<file path="src/logic/sid_defines.svh">
`ifndef SID_DEFINES_SVH
`define SID_DEFINES_SVH
// ==========================================
// Opcodes
`define SID_OP_RESET      8'hc0
`define SID_OP_READ       8'h03
`define SID_OP_WRITE      8'h02
`define SID_OP_RTS_BASE   5'h10
`define SID_OP_STATUS     8'ha0
`define SID_OP_BITMOD     8'h05
// ==========================================
// Register file geometry and reset values
`define SID_REG_DEPTH     128
`define SID_TXCTRL0_ADDR  7'h30
`define SID_TXCTRL1_ADDR  7'h40
`define SID_TXCTRL2_ADDR  7'h50
`define SID_TRANSMIT_REQUEST_FLAG_BIT     3
`define SID_INTF_ADDR     7'h2c
`define SID_CTRL_ADDR     4'hf
`define SID_CTRL_RESET    8'he7
`define SID_STAT_ADDR     4'he
`define SID_STAT_RESET    8'h80
// ==========================================
// Timing
`define SID_RESET_HOLD    128
`define SID_SCK_HALF_DIV  5
`endif

</file>
<file path="src/logic/sid_pkg.sv">
package sid_pkg;
  typedef enum logic [2:0] {
    SID_ST_OPCODE = 3'b000,
    SID_ST_ADDR   = 3'b001,
    SID_ST_READ   = 3'b010,
    SID_ST_WRITE  = 3'b011,
    SID_ST_MASK   = 3'b100,
    SID_ST_DATA   = 3'b101,
    SID_ST_STATUS = 3'b110,
    SID_ST_IGNORE = 3'b111
  } sid_state_t;
endpackage

</file>
<file path="src/logic/sid_link_if.sv">
`timescale 1ns/1ps
`default_nettype none
// ==========================================
// Serial link between host and device
interface sid_link_if;
  logic cs_n; // Chip select, active low
  logic sck;  // Serial clock
  logic si;   // Host to device data
  logic so;   // Device to host data
  modport device (input cs_n, input sck, input si, output so);
  modport host (output cs_n, output sck, output si, input so);
endinterface
`default_nettype wire

</file>
<file path="src/logic/sid_device.sv">
`timescale 1ns/1ps
`default_nettype none
`include "sid_defines.svh"
module sid_device
  import sid_pkg::*;
#(
  parameter int RESET_HOLD = `SID_RESET_HOLD
) (
  input  wire logic    sys_clk,      // Oscillator clock
  input  wire logic    rst_n,        // Hardware reset pin, active low
  sid_link_if.device   link,         // Serial link
  output logic         in_reset,     // Device held in reset
  output logic [2:0]   tx_pending,   // Transmit request flags per buffer
  output logic [7:0]   ctrl_reg_out  // Control register contents
);
  // Hold counter is eight bits wide, so longer holds cannot be served
  if (RESET_HOLD < 1 || RESET_HOLD > 255) begin : g_hold_check
    $error("RESET_HOLD out of range");
  end

  // ==========================================
  // Pin synchronisers
  logic [1:0] cs_sync_reg;
  logic [1:0] sck_sync_reg;
  logic [1:0] si_sync_reg;
  logic       sck_prev_reg;
  logic       cs_n_s;
  logic       sck_rise;
  logic       sck_fall;

  always_ff @(posedge sys_clk or negedge rst_n) begin
    if (!rst_n) begin
      cs_sync_reg  <= 2'h3;
      sck_sync_reg <= 2'h0;
      si_sync_reg  <= 2'h0;
      sck_prev_reg <= 1'b0;
    end else begin
      cs_sync_reg  <= {cs_sync_reg[0], link.cs_n};
      sck_sync_reg <= {sck_sync_reg[0], link.sck};
      si_sync_reg  <= {si_sync_reg[0], link.si};
      sck_prev_reg <= sck_sync_reg[1];
    end
  end

  // Edges taken only from second stage
  assign cs_n_s   = cs_sync_reg[1];
  assign sck_rise = !cs_n_s && sck_sync_reg[1] && !sck_prev_reg;
  assign sck_fall = !cs_n_s && !sck_sync_reg[1] && sck_prev_reg;

  // ==========================================
  // Reset hold counter, shared by pin and soft reset
  logic [7:0] hold_cnt_reg;
  logic       soft_rst_req;

  always_ff @(posedge sys_clk or negedge rst_n) begin
    if (!rst_n) begin
      hold_cnt_reg <= 8'(RESET_HOLD);
    end else if (soft_rst_req) begin
      hold_cnt_reg <= 8'(RESET_HOLD);
    end else if (hold_cnt_reg != 8'h00) begin
      hold_cnt_reg <= hold_cnt_reg - 8'h01;
    end
  end
  assign in_reset = hold_cnt_reg != 8'h00;

  // ==========================================
  // Shift engine and command decoder
  sid_state_t state_reg;
  logic [2:0] bit_cnt_reg;
  logic [7:0] shin_reg;
  logic [7:0] shout_reg;
  logic [6:0] ptr_reg;
  logic [7:0] mask_reg;
  logic       is_bitmod_reg;
  logic       reset_op_reg;
  logic       op_is_read_reg;
  logic [7:0] byte_in;
  logic       byte_done;
  logic [7:0] regs [0:`SID_REG_DEPTH-1];
  logic [7:0] status_byte;

  assign byte_in   = {shin_reg[6:0], si_sync_reg[1]};
  assign byte_done = sck_rise && (bit_cnt_reg == 3'h7);
  // Reset opcode acts only once select rises
  assign soft_rst_req = reset_op_reg && cs_n_s;

  // Status bits gathered from transmit flags and interrupt flags
  assign status_byte = {regs[`SID_TXCTRL2_ADDR][`SID_TRANSMIT_REQUEST_FLAG_BIT], regs[`SID_INTF_ADDR][4],
                        regs[`SID_TXCTRL1_ADDR][`SID_TRANSMIT_REQUEST_FLAG_BIT], regs[`SID_INTF_ADDR][3],
                        regs[`SID_TXCTRL0_ADDR][`SID_TRANSMIT_REQUEST_FLAG_BIT], regs[`SID_INTF_ADDR][2],
                        regs[`SID_INTF_ADDR][1:0]};

  always_ff @(posedge sys_clk or negedge rst_n) begin
    if (!rst_n) begin
      state_reg     <= SID_ST_OPCODE;
      bit_cnt_reg   <= 3'h0;
      shin_reg      <= 8'h00;
      ptr_reg       <= 7'h00;
      mask_reg      <= 8'h00;
      is_bitmod_reg <= 1'b0;
      reset_op_reg  <= 1'b0;
    end else if (cs_n_s || in_reset) begin
      // Deselect drops any partial byte
      state_reg    <= SID_ST_OPCODE;
      bit_cnt_reg  <= 3'h0;
      reset_op_reg <= 1'b0;
    end else if (sck_rise) begin
      shin_reg    <= byte_in;
      bit_cnt_reg <= bit_cnt_reg + 3'h1;
      if (bit_cnt_reg == 3'h7) begin
        case (state_reg)
          SID_ST_OPCODE: begin
            is_bitmod_reg <= (byte_in == `SID_OP_BITMOD);
            if (byte_in == `SID_OP_READ || byte_in == `SID_OP_WRITE ||
                byte_in == `SID_OP_BITMOD) begin
              state_reg <= SID_ST_ADDR;
            end else if (byte_in == `SID_OP_STATUS) begin
              state_reg <= SID_ST_STATUS;
            end else if (byte_in == `SID_OP_RESET) begin
              reset_op_reg <= 1'b1;
              state_reg    <= SID_ST_IGNORE;
            end else begin
              state_reg <= SID_ST_IGNORE;
            end
          end
          SID_ST_ADDR: begin
            ptr_reg <= byte_in[6:0];
            if (is_bitmod_reg) begin
              state_reg <= SID_ST_MASK;
            end else begin
              state_reg <= (op_is_read_reg) ? SID_ST_READ : SID_ST_WRITE;
            end
          end
          SID_ST_MASK: begin
            mask_reg  <= byte_in;
            state_reg <= SID_ST_DATA;
          end
          SID_ST_DATA: begin
            state_reg <= SID_ST_IGNORE;
          end
          SID_ST_READ, SID_ST_WRITE: begin
            ptr_reg <= ptr_reg + 7'h01;
          end
          default: begin
            state_reg <= state_reg;
          end
        endcase
      end
    end
  end

  // Remember read versus write across the address byte
  always_ff @(posedge sys_clk or negedge rst_n) begin
    if (!rst_n) begin
      op_is_read_reg <= 1'b0;
    end else if (byte_done && state_reg == SID_ST_OPCODE) begin
      op_is_read_reg <= (byte_in == `SID_OP_READ);
    end
  end

  // ==========================================
  // Output shifter: load on byte boundary, shift on falling edge
  logic so_reg;
  always_ff @(posedge sys_clk or negedge rst_n) begin
    if (!rst_n) begin
      shout_reg <= 8'h00;
      so_reg    <= 1'b0;
    end else if (cs_n_s || in_reset) begin
      // Held low through a soft reset hold, as after the pin
      shout_reg <= 8'h00;
      so_reg    <= 1'b0;
    end else if (byte_done) begin
      // Next byte to send is staged before its first falling edge
      if (state_reg == SID_ST_ADDR && op_is_read_reg && !is_bitmod_reg) begin
        shout_reg <= regs[byte_in[6:0]];
      end else if (state_reg == SID_ST_READ) begin
        shout_reg <= regs[ptr_reg + 7'h01];
      end else if (state_reg == SID_ST_OPCODE && byte_in == `SID_OP_STATUS ||
                   state_reg == SID_ST_STATUS) begin
        shout_reg <= status_byte;
      end else begin
        shout_reg <= 8'h00;
      end
    end else if (sck_fall) begin
      so_reg    <= shout_reg[7];
      shout_reg <= {shout_reg[6:0], 1'b0};
    end
  end
  assign link.so = so_reg;

  // ==========================================
  // Register file writes; transmit requests and bit modify
  logic [6:0] txctrl_addr [0:2];
  assign txctrl_addr[0] = `SID_TXCTRL0_ADDR;
  assign txctrl_addr[1] = `SID_TXCTRL1_ADDR;
  assign txctrl_addr[2] = `SID_TXCTRL2_ADDR;

  always_ff @(posedge sys_clk or negedge rst_n) begin
    if (!rst_n) begin
      for (int i = 0; i < `SID_REG_DEPTH; i++) begin
        regs[i] <= 8'h00;
        if (i[3:0] == `SID_CTRL_ADDR) regs[i] <= `SID_CTRL_RESET;
        if (i[3:0] == `SID_STAT_ADDR) regs[i] <= `SID_STAT_RESET;
      end
    end else if (in_reset) begin
      // Defaults restored throughout the hold, as with the pin
      for (int i = 0; i < `SID_REG_DEPTH; i++) begin
        regs[i] <= 8'h00;
        if (i[3:0] == `SID_CTRL_ADDR) regs[i] <= `SID_CTRL_RESET;
        if (i[3:0] == `SID_STAT_ADDR) regs[i] <= `SID_STAT_RESET;
      end
    end else if (byte_done) begin
      if (state_reg == SID_ST_WRITE) begin
        regs[ptr_reg] <= byte_in;
      end else if (state_reg == SID_ST_DATA) begin
        regs[ptr_reg] <= (regs[ptr_reg] & ~mask_reg) |
                         (byte_in & mask_reg);
      end else if (state_reg == SID_ST_OPCODE && byte_in[7:3] == `SID_OP_RTS_BASE) begin
        // A zero select field falls through every branch below
        for (int b = 0; b < 3; b++) begin
          if (byte_in[b]) regs[txctrl_addr[b]][`SID_TRANSMIT_REQUEST_FLAG_BIT] <= 1'b1;
        end
      end
    end
  end

  assign tx_pending   = {regs[`SID_TXCTRL2_ADDR][`SID_TRANSMIT_REQUEST_FLAG_BIT],
                         regs[`SID_TXCTRL1_ADDR][`SID_TRANSMIT_REQUEST_FLAG_BIT],
                         regs[`SID_TXCTRL0_ADDR][`SID_TRANSMIT_REQUEST_FLAG_BIT]};
  assign ctrl_reg_out = regs[7'h0f];
endmodule
`default_nettype wire

</file>
<file path="src/flat_wrapper.sv">
// flat-port wrapper written by rule: the top's interface ports become plain ports
module sid_device_flat import sid_pkg::*;
#(
  parameter int RESET_HOLD = `SID_RESET_HOLD
)
  (sys_clk, rst_n, in_reset, tx_pending, ctrl_reg_out, link_cs_n, link_sck, link_si, link_so);
  sid_link_if link_i ();
  input  wire logic sys_clk;
  input  wire logic rst_n;
  output logic in_reset;
  output logic [2:0] tx_pending;
  output logic [7:0] ctrl_reg_out;
  input wire logic [$bits(link_i.cs_n)-1:0] link_cs_n;
  input wire logic [$bits(link_i.sck)-1:0] link_sck;
  input wire logic [$bits(link_i.si)-1:0] link_si;
  output wire logic [$bits(link_i.so)-1:0] link_so;
  assign link_i.cs_n = link_cs_n;
  assign link_i.sck = link_sck;
  assign link_i.si = link_si;
  assign link_so = link_i.so;
  sid_device #(.RESET_HOLD(RESET_HOLD)) u_core (.sys_clk(sys_clk), .rst_n(rst_n), .link(link_i), .in_reset(in_reset), .tx_pending(tx_pending), .ctrl_reg_out(ctrl_reg_out));
endmodule
</file>
<file path="config.mk">
export PLATFORM = sky130hd
export DESIGN_NAME = sid_device_flat
export DESIGN_NICKNAME = d
export VERILOG_FILES = /design/src/logic/sid_pkg.sv /design/src/logic/sid_link_if.sv /design/src/logic/sid_device.sv /design/src/flat_wrapper.sv
export VERILOG_INCLUDE_DIRS = /design/src /design/src/logic
export SDC_FILE = /design/constraint.sdc
export NUM_CORES = 2
export LEC_CHECK = 0
export BUFFER_PORTS_ARGS = -buffer_cell sky130_fd_sc_hd__clkbuf_2
export CAP_MARGIN = 20
export CORE_ASPECT_RATIO = 0.7
export CORE_MARGIN = 2
export CORE_UTILIZATION = 30
export DETAILED_ROUTE_END_ITERATION = 12
export SYNTH_ARGS = -nofsm -noshare
export SYNTH_HDL_FRONTEND = slang
export SYNTH_SLANG_ARGS = --single-unit
</file>
<file path="constraint.sdc">
create_clock -name sys_clk -period 4 [get_ports sys_clk]
set_clock_uncertainty 0.1 [all_clocks]
set_input_delay 1.2 -clock sys_clk [delete_from_list [all_inputs] [get_ports sys_clk]]
set_output_delay 1.2 -clock sys_clk [all_outputs]
set_load 0.005 [all_outputs]
</file>
# After elaboration in Yosys (flattened, before gate mapping)
# Index checks and enable logic that the tools add are counted.
[word_totals]
register_bits = 1079
input_bits = 5
[classes]
n_bitwise = 8
n_mux = 50
order_cmp = 4
eq_ne = 16
add_sub_neg = 3
reduce_logical = 42
[ops]
columns = ["operator", "count"]
rows = [
  ["$mux 1024", 5],
  ["$bwmux 1024", 2],
  ["$mux 636", 1],
  ["$mux 508", 1],
  ["$mux 380", 1],
  ["$bmux 8 s7", 3],
  ["$mux 8", 15],
  ["$demux 8 s7", 1],
  ["$ge 8x8->1 const B", 3],
  ["$not 7->8", 3],
  ["$mux 3", 7],
  ["$and 8x8->8", 2],
  ["$eq 8x2->1 const B", 2],
  ["$eq 8x8->1 const B", 2],
  ["$reduce_bool 2->1", 8],
  ["$pmux 7 s2", 1],
  ["$eq 3x3->1 const B", 4],
  ["$logic_and 1x1->1", 12],
  ["$mux 1", 12],
  ["$pmux 3 s4", 1],
  ["$reduce_and 4->1", 3],
  ["$eq 8x3->1 const B", 1],
  ["$lt 8x1->1 const B", 1],
  ["$not 8->8", 1],
  ["other kinds (21)", 31],
]

# Logic depth before layout (Yosys ltp)
[depth]
ltp_word = 11
mapped_depth = 17
mapped_depth_nobuf = 10

# Least setup slack after synthesis
# No wires, ideal clock.
[synth_timing]
path_type = "register -> register"
startpoint = "register u_core.ptr_reg[0]"
endpoint = "register u_core.shout_reg[3]"
period_less_slack_ns = 3.513
setup_time_ns = 0.134
arrival_ns = 3.279
slack_ns = 0.487
path_stages_with_launch = 14
cell_sequence = "dfrtp_1 > ha_1 > buf_2 > buf_4 > buf_4 > buf_1 > buf_2 > mux4_2 > nand2_1 > nand3_1 > a31oi_1 > nor2_1 > a2111oi_0 > a21oi_1"
[synth_between]
elab_chain_len = 9
[synth_lines]
columns = ["element", "line", "source"]
rows = [
  ["from (decl)", "sid_device.sv:72", "logic [6:0] ptr_reg;"],
  ["from (signal assigned)", "sid_device.sv:127", "ptr_reg <= byte_in[6:0];"],
  ["from (signal assigned)", "sid_device.sv:142", "ptr_reg <= ptr_reg + 7'h01;"],
  ["$add 7x1->7", "sid_device.sv:177", "shout_reg <= regs[ptr_reg + 7'h01];"],
  ["$not 7->8 (not written as such)", "sid_device.sv:177", ""],
  ["$bmux 8 s7", "sid_device.sv:177", ""],
  ["$mux 8 (not written as such) (2 in series)", "sid_device.sv:177", ""],
  ["$mux 8", "sid_device.sv:176", "end else if (state_reg == SID_ST_READ) begin"],
  ["$mux 8", "sid_device.sv:174", "if (state_reg == SID_ST_ADDR && op_is_read_reg && !is_bitmod_reg) begin"],
  ["$mux 8", "sid_device.sv:172", "end else if (byte_done) begin"],
  ["$mux 8", "sid_device.sv:168", "end else if (cs_n_s || in_reset) begin"],
  ["to (signal assigned)", "sid_device.sv:175", "shout_reg <= regs[byte_in[6:0]];"],
  ["to (signal assigned)", "sid_device.sv:177", ""],
  ["to (signal assigned)", "sid_device.sv:180", "shout_reg <= status_byte;"],
  ["to (decl)", "sid_device.sv:71", "logic [7:0] shout_reg;"],
]
# Every way passes these cells. The select of a mux whose other input is x is not followed.
# A chain may end at the register's enable or synchronous reset.

# Worst setup path after layout
[layout_timing]
startpoint = "register u_core.ptr_reg[2]"
endpoint = "register u_core.regs[43] (netlist bit)"
[layout_between]
elab_chain_len = 11
[layout_lines]
columns = ["element", "line", "source"]
rows = [
  ["$not 7->8 (*)", "sid_device.sv:214, sid_device.sv:216", ""],
  ["$bmux 8 s7", "sid_device.sv:216", "regs[ptr_reg] <= (regs[ptr_reg] & ~mask_reg) |"],
  ["$mux 8 (not written as such) (2 in series)", "sid_device.sv:216", ""],
  ["$and 8x8->8", "sid_device.sv:216", ""],
  ["$or 8x8->8", "sid_device.sv:216", ""],
  ["$bwmux 1024", "sid_device.sv:216", ""],
  ["$mux 1024", "sid_device.sv:215", "end else if (state_reg == SID_ST_DATA) begin"],
  ["$mux 1024 (*)", "sid_device.sv:213", "if (state_reg == SID_ST_WRITE) begin"],
  ["$mux 1024 (*)", "sid_device.sv:212", "end else if (byte_done) begin"],
  ["$mux 1024 (*)", "sid_device.sv:205", "end else if (in_reset) begin"],
  ["to (signal, indexed assignment)", "sid_device.sv:209", "if (i[3:0] == `SID_CTRL_ADDR) regs[i] <= `SID_CTRL_RESET;"],
  ["to (signal, indexed assignment)", "sid_device.sv:214", "regs[ptr_reg] <= byte_in;"],
  ["to (signal, indexed assignment)", "sid_device.sv:216", ""],
  ["to (decl)", "sid_device.sv:79", "logic [7:0] regs [0:`SID_REG_DEPTH-1];"],
]
# Every way passes the cells marked *; elsewhere a longest branch is shown, timed or not. The select of a mux whose other input is x is not followed.

==> results.json <==
{
  "critical-path-max-stage-delay_ns": 0.48,
  "timing_worst_setup_path_type": "flop to flop",
  "synth.distinct_cells": 94,
  "netlist_top_cells_area": "sky130_fd_sc_hd__dfrtp_1 37%, sky130_fd_sc_hd__mux4_2 21%, sky130_fd_sc_hd__nand2_1 6.1%, sky130_fd_sc_hd__o21ai_0 5.0%, sky130_fd_sc_hd__a22o_1 3.2%",
  "power.leakage_nw": 32.4,
  "asyncSetResetFlopFracSynth": 1.00,
  "floorplan_die_area_mm2": 0.234,
  "grt_max_degree": 194,
  "initial_core_util": 0.302,
  "finalWirelength_mm": 422,
  "synth_top_area_frac": 0.369,
  "layout_min_cycle_time_ns": 4.19,
  "grt_antenna_before_repair": 48,
  "worst_skew_pair.late_latency_ns": 0.82,
  "syn-mean-instance-area_um2": 10.5,
  "synth_simple_gate_area_share": 0.105,
  "outcome": "complete, but fails checks",
  "synth_enable_flop_cells": 0,
  "synth_xor_xnor_area_share": 0.00212,
  "flip_flop_count_of_the_largest_register_after_layout": 1013,
  "worst-slew-pin-transition_ns": 1.28,
  "cts.sink_count": 1079,
  "sequential_to_total_area_share_from_yosys_stat": 0.392,
  "post-route-drc-count": 0,
  "route.detailed.vias_per_inst": 6.95,
  "cp.required_ns": 4.55,
  "nNetsFinal": 7002,
  "globalRouteTotalUtil": 0.348,
  "area.sequential_mm2": 0.0271,
  "max-clock-path-buffers": 3,
  "ys_seq_elements": 1079,
  "multi_input_comb_area_mm2": 0.0397,
  "worst_ir_drop_vdd_uv": 332,
  "cp_common_cell": "sky130_fd_sc_hd__buf_12",
  "max-slew-margin-rel": 0.141,
  "global_route.overflow_total": 0,
  "netlist_instances": 6608,
  "timing.final.ws_setup_ns": -0.186,
  "gp_congestion": 1.05,
  "core_region_area_mm2": 0.229,
  "finalSetupViolations": 347,
  "worst-path-buf-inv": 8,
  "synthToLayoutAreaGrowth_pct": 22.2,
  "main_combinational_cell_family_by_area_after_synthesis": "multiplexers",
  "timing_hold_violations_final": 0,
  "filler_cell_count": 22700,
  "cp_top_family": "compound AO/OA/AOI/OAI gates",
  "route.detailed.wl_per_inst_um": 41.5,
  "ys_warn_count": 0,
  "drt_first_pass_iters": 8,
  "list_of_cells_traversed_by_the_critical_path": "buf_12 -> buf_12 -> inv_4 -> buf_12 -> a221o_1 -> a222oi_1 -> buf_4 -> o22ai_2 -> a211o_1 -> o311ai_4 -> buf_6 -> a21oi_4 -> buf_12 -> buf_12 -> a22o_1",
  "critical_path_arrival_ns": 4.73,
  "num_vias": 70700,
  "drt.antenna.violating_nets": 0,
  "power-per-cell-area_mw_per_mm2": 359,
  "placementRows": 147,
  "clk_pin_slew_ns": 0.08,
  "clock-root-buffer": "sky130_fd_sc_hd__clkbuf_16",
  "critPathCaptureType": "flop",
  "hp-class": "flop to flop",
  "layout_worst_path_cycle_share": 1.05,
  "yosys.area_share.adder": 0.000724,
  "hpwl_mm": 305,
  "synth.largest_area_cell": "sky130_fd_sc_hd__dfrtp_1",
  "power_mw": 30.3,
  "drt-initial-drc-count": 13700,
  "synth_fp_nets": 6617,
  "die_height_um": 406,
  "synth.mux.area_fraction": 0.250,
  "crit_slowest_cell": "sky130_fd_sc_hd__a222oi_1",
  "io_buffer_count": 17,
  "post_synth_instance_area_mm2": 0.0691,
  "numCtsBuffers": 114,
  "chipWidth_um": 578,
  "cp_max_fo": 13,
  "htreeDepth": 3,
  "synth_compound_area_frac": 0.205,
  "first_global_vias": 64400,
  "regMostFlops": "u_core.regs",
  "max_cap_viol_count": 0,
  "totalNegativeSetupSlack_ns": -19.55,
  "grt_setup_unrepaired": "yes",
  "cts_tree": "yes",
  "violations": "setup timing",
  "synth_top_flop_cell": "sky130_fd_sc_hd__dfrtp_1",
  "num_io_pins": 18,
  "drv_slew": 0,
  "grt_pass1_wl_mm": 564,
  "setup.worst_path.start_class": "flop",
  "max_freq_mhz": 239,
  "final_layout_size_suffix_gt1_frac": 0.290
}
power by group:
group	internal, mW	switching, mW
registers	11.0	0.170
logic	1.90	5.09
clock network	6.76	5.35
total	19.7	10.6
routing by layer:
metal	global-route usage	vias to the layer above	part of all wire
met5	0.0112	-	0.0017
met4	0.128	56	0.048
met3	0.207	1221	0.19
met2	0.437	6887	0.37
met1	0.477	36100	0.39
li1	-	26400	-
final cells by class:
type / instances / share of cell area
Multi-Input combinational cell: 4869 / 0.469
Clock buffer: 150 / 0.0373
Sequential cell: 1079 / 0.321
Clock inverter: 67 / 0.0108
Tap cell: 3054 / 0.0452
Inverter: 26 / 0.00123
Timing Repair Buffer: 903 / 0.114
Antenna cell: 23 / 0.000681
cell usage after synthesis, drive strengths merged (28+ instances only):
cell type / instances
a221oi: 120
a22o: 254
mux2: 107
o21ai: 732
buf: 318
nand3: 68
mux2i: 149
dfstp: 59
a31oi: 97
nor2: 374
dfrtp: 1020
nor3: 58
nand2: 1117
a22oi: 110
a21oi: 392
nor2b: 28
a32o: 56
o22ai: 207
mux4: 646
clkbuf: 316
cells in the final DEF, fill, tap and decap left out, drive strengths merged, types with 16 or more instances in the layout:
cell	count
dfstp	59
a22oi	110
a211oi	19
nor3	58
o221ai	21
buf	874
nand2	1117
nor2	374
dfrtp	1020
nor2b	28
a311oi	20
o22a	16
a22o	254
o22ai	207
a31oi	97
o21ai	732
clkinv	28
a21oi	392
mux2i	149
clkbuf	178
mux4	646
a221oi	120
a221o	18
mux2	107
nand3	68
a32o	56
inv	35
and3	19
diode	23
bufinv	18
stage by stage:
stage	cells	instance area [um2]	worst slack [ns]	util	hold slack (ns)
floorplan	6608	69100	0.487	-	0.231
global placement	9849	78600	-0.407	0.343	0.235
detailed placement	9850	78600	-0.422	0.343	0.236
CTS	10100	83300	0.00187	0.364	0.255
global route	10200	84400	-0.110	0.368	0.257
finish	10200	84500	-0.186	0.369	0.252
kinds of logic after synthesis:
group                    count (synthesis)
AO/OA/AOI/OAI                         2192
XOR/XNOR                                12
adder cells (fa/ha/maj)                  4
buffers and inverters                  660
flip-flops                            1079
multiplexers                           902
AND/OR/NAND/NOR                       1759
what timing repair did:
action / CTS / global route
hold buffers: 0 / 0
buffers inserted: 27 / 37
gates cloned: 5 / 12
pin swaps: 8 / 19
endpoints found under the setup margin: 839 / 694
gates resized for setup: 35 / 88
endpoints found under the hold margin: 0 / 0
worst paths after layout:
path                       depth (start not counted)              startpoint                     end  slack (ns)
max in group asynchronous                          3                   rst_n   u_core.si_sync_reg[1]        2.17
min                                                0  u_core.sck_sync_reg[0]  u_core.sck_sync_reg[1]        0.25
min in group asynchronous                          1                   rst_n  u_core.hold_cnt_reg[2]        0.28
max                                               15       u_core.ptr_reg[2]         u_core.regs[43]       -0.19
min reg2reg                                        0  u_core.sck_sync_reg[0]  u_core.sck_sync_reg[1]        0.25
max reg2reg                                       15       u_core.ptr_reg[2]         u_core.regs[43]       -0.19
Power figures use the tool's default switching activity.
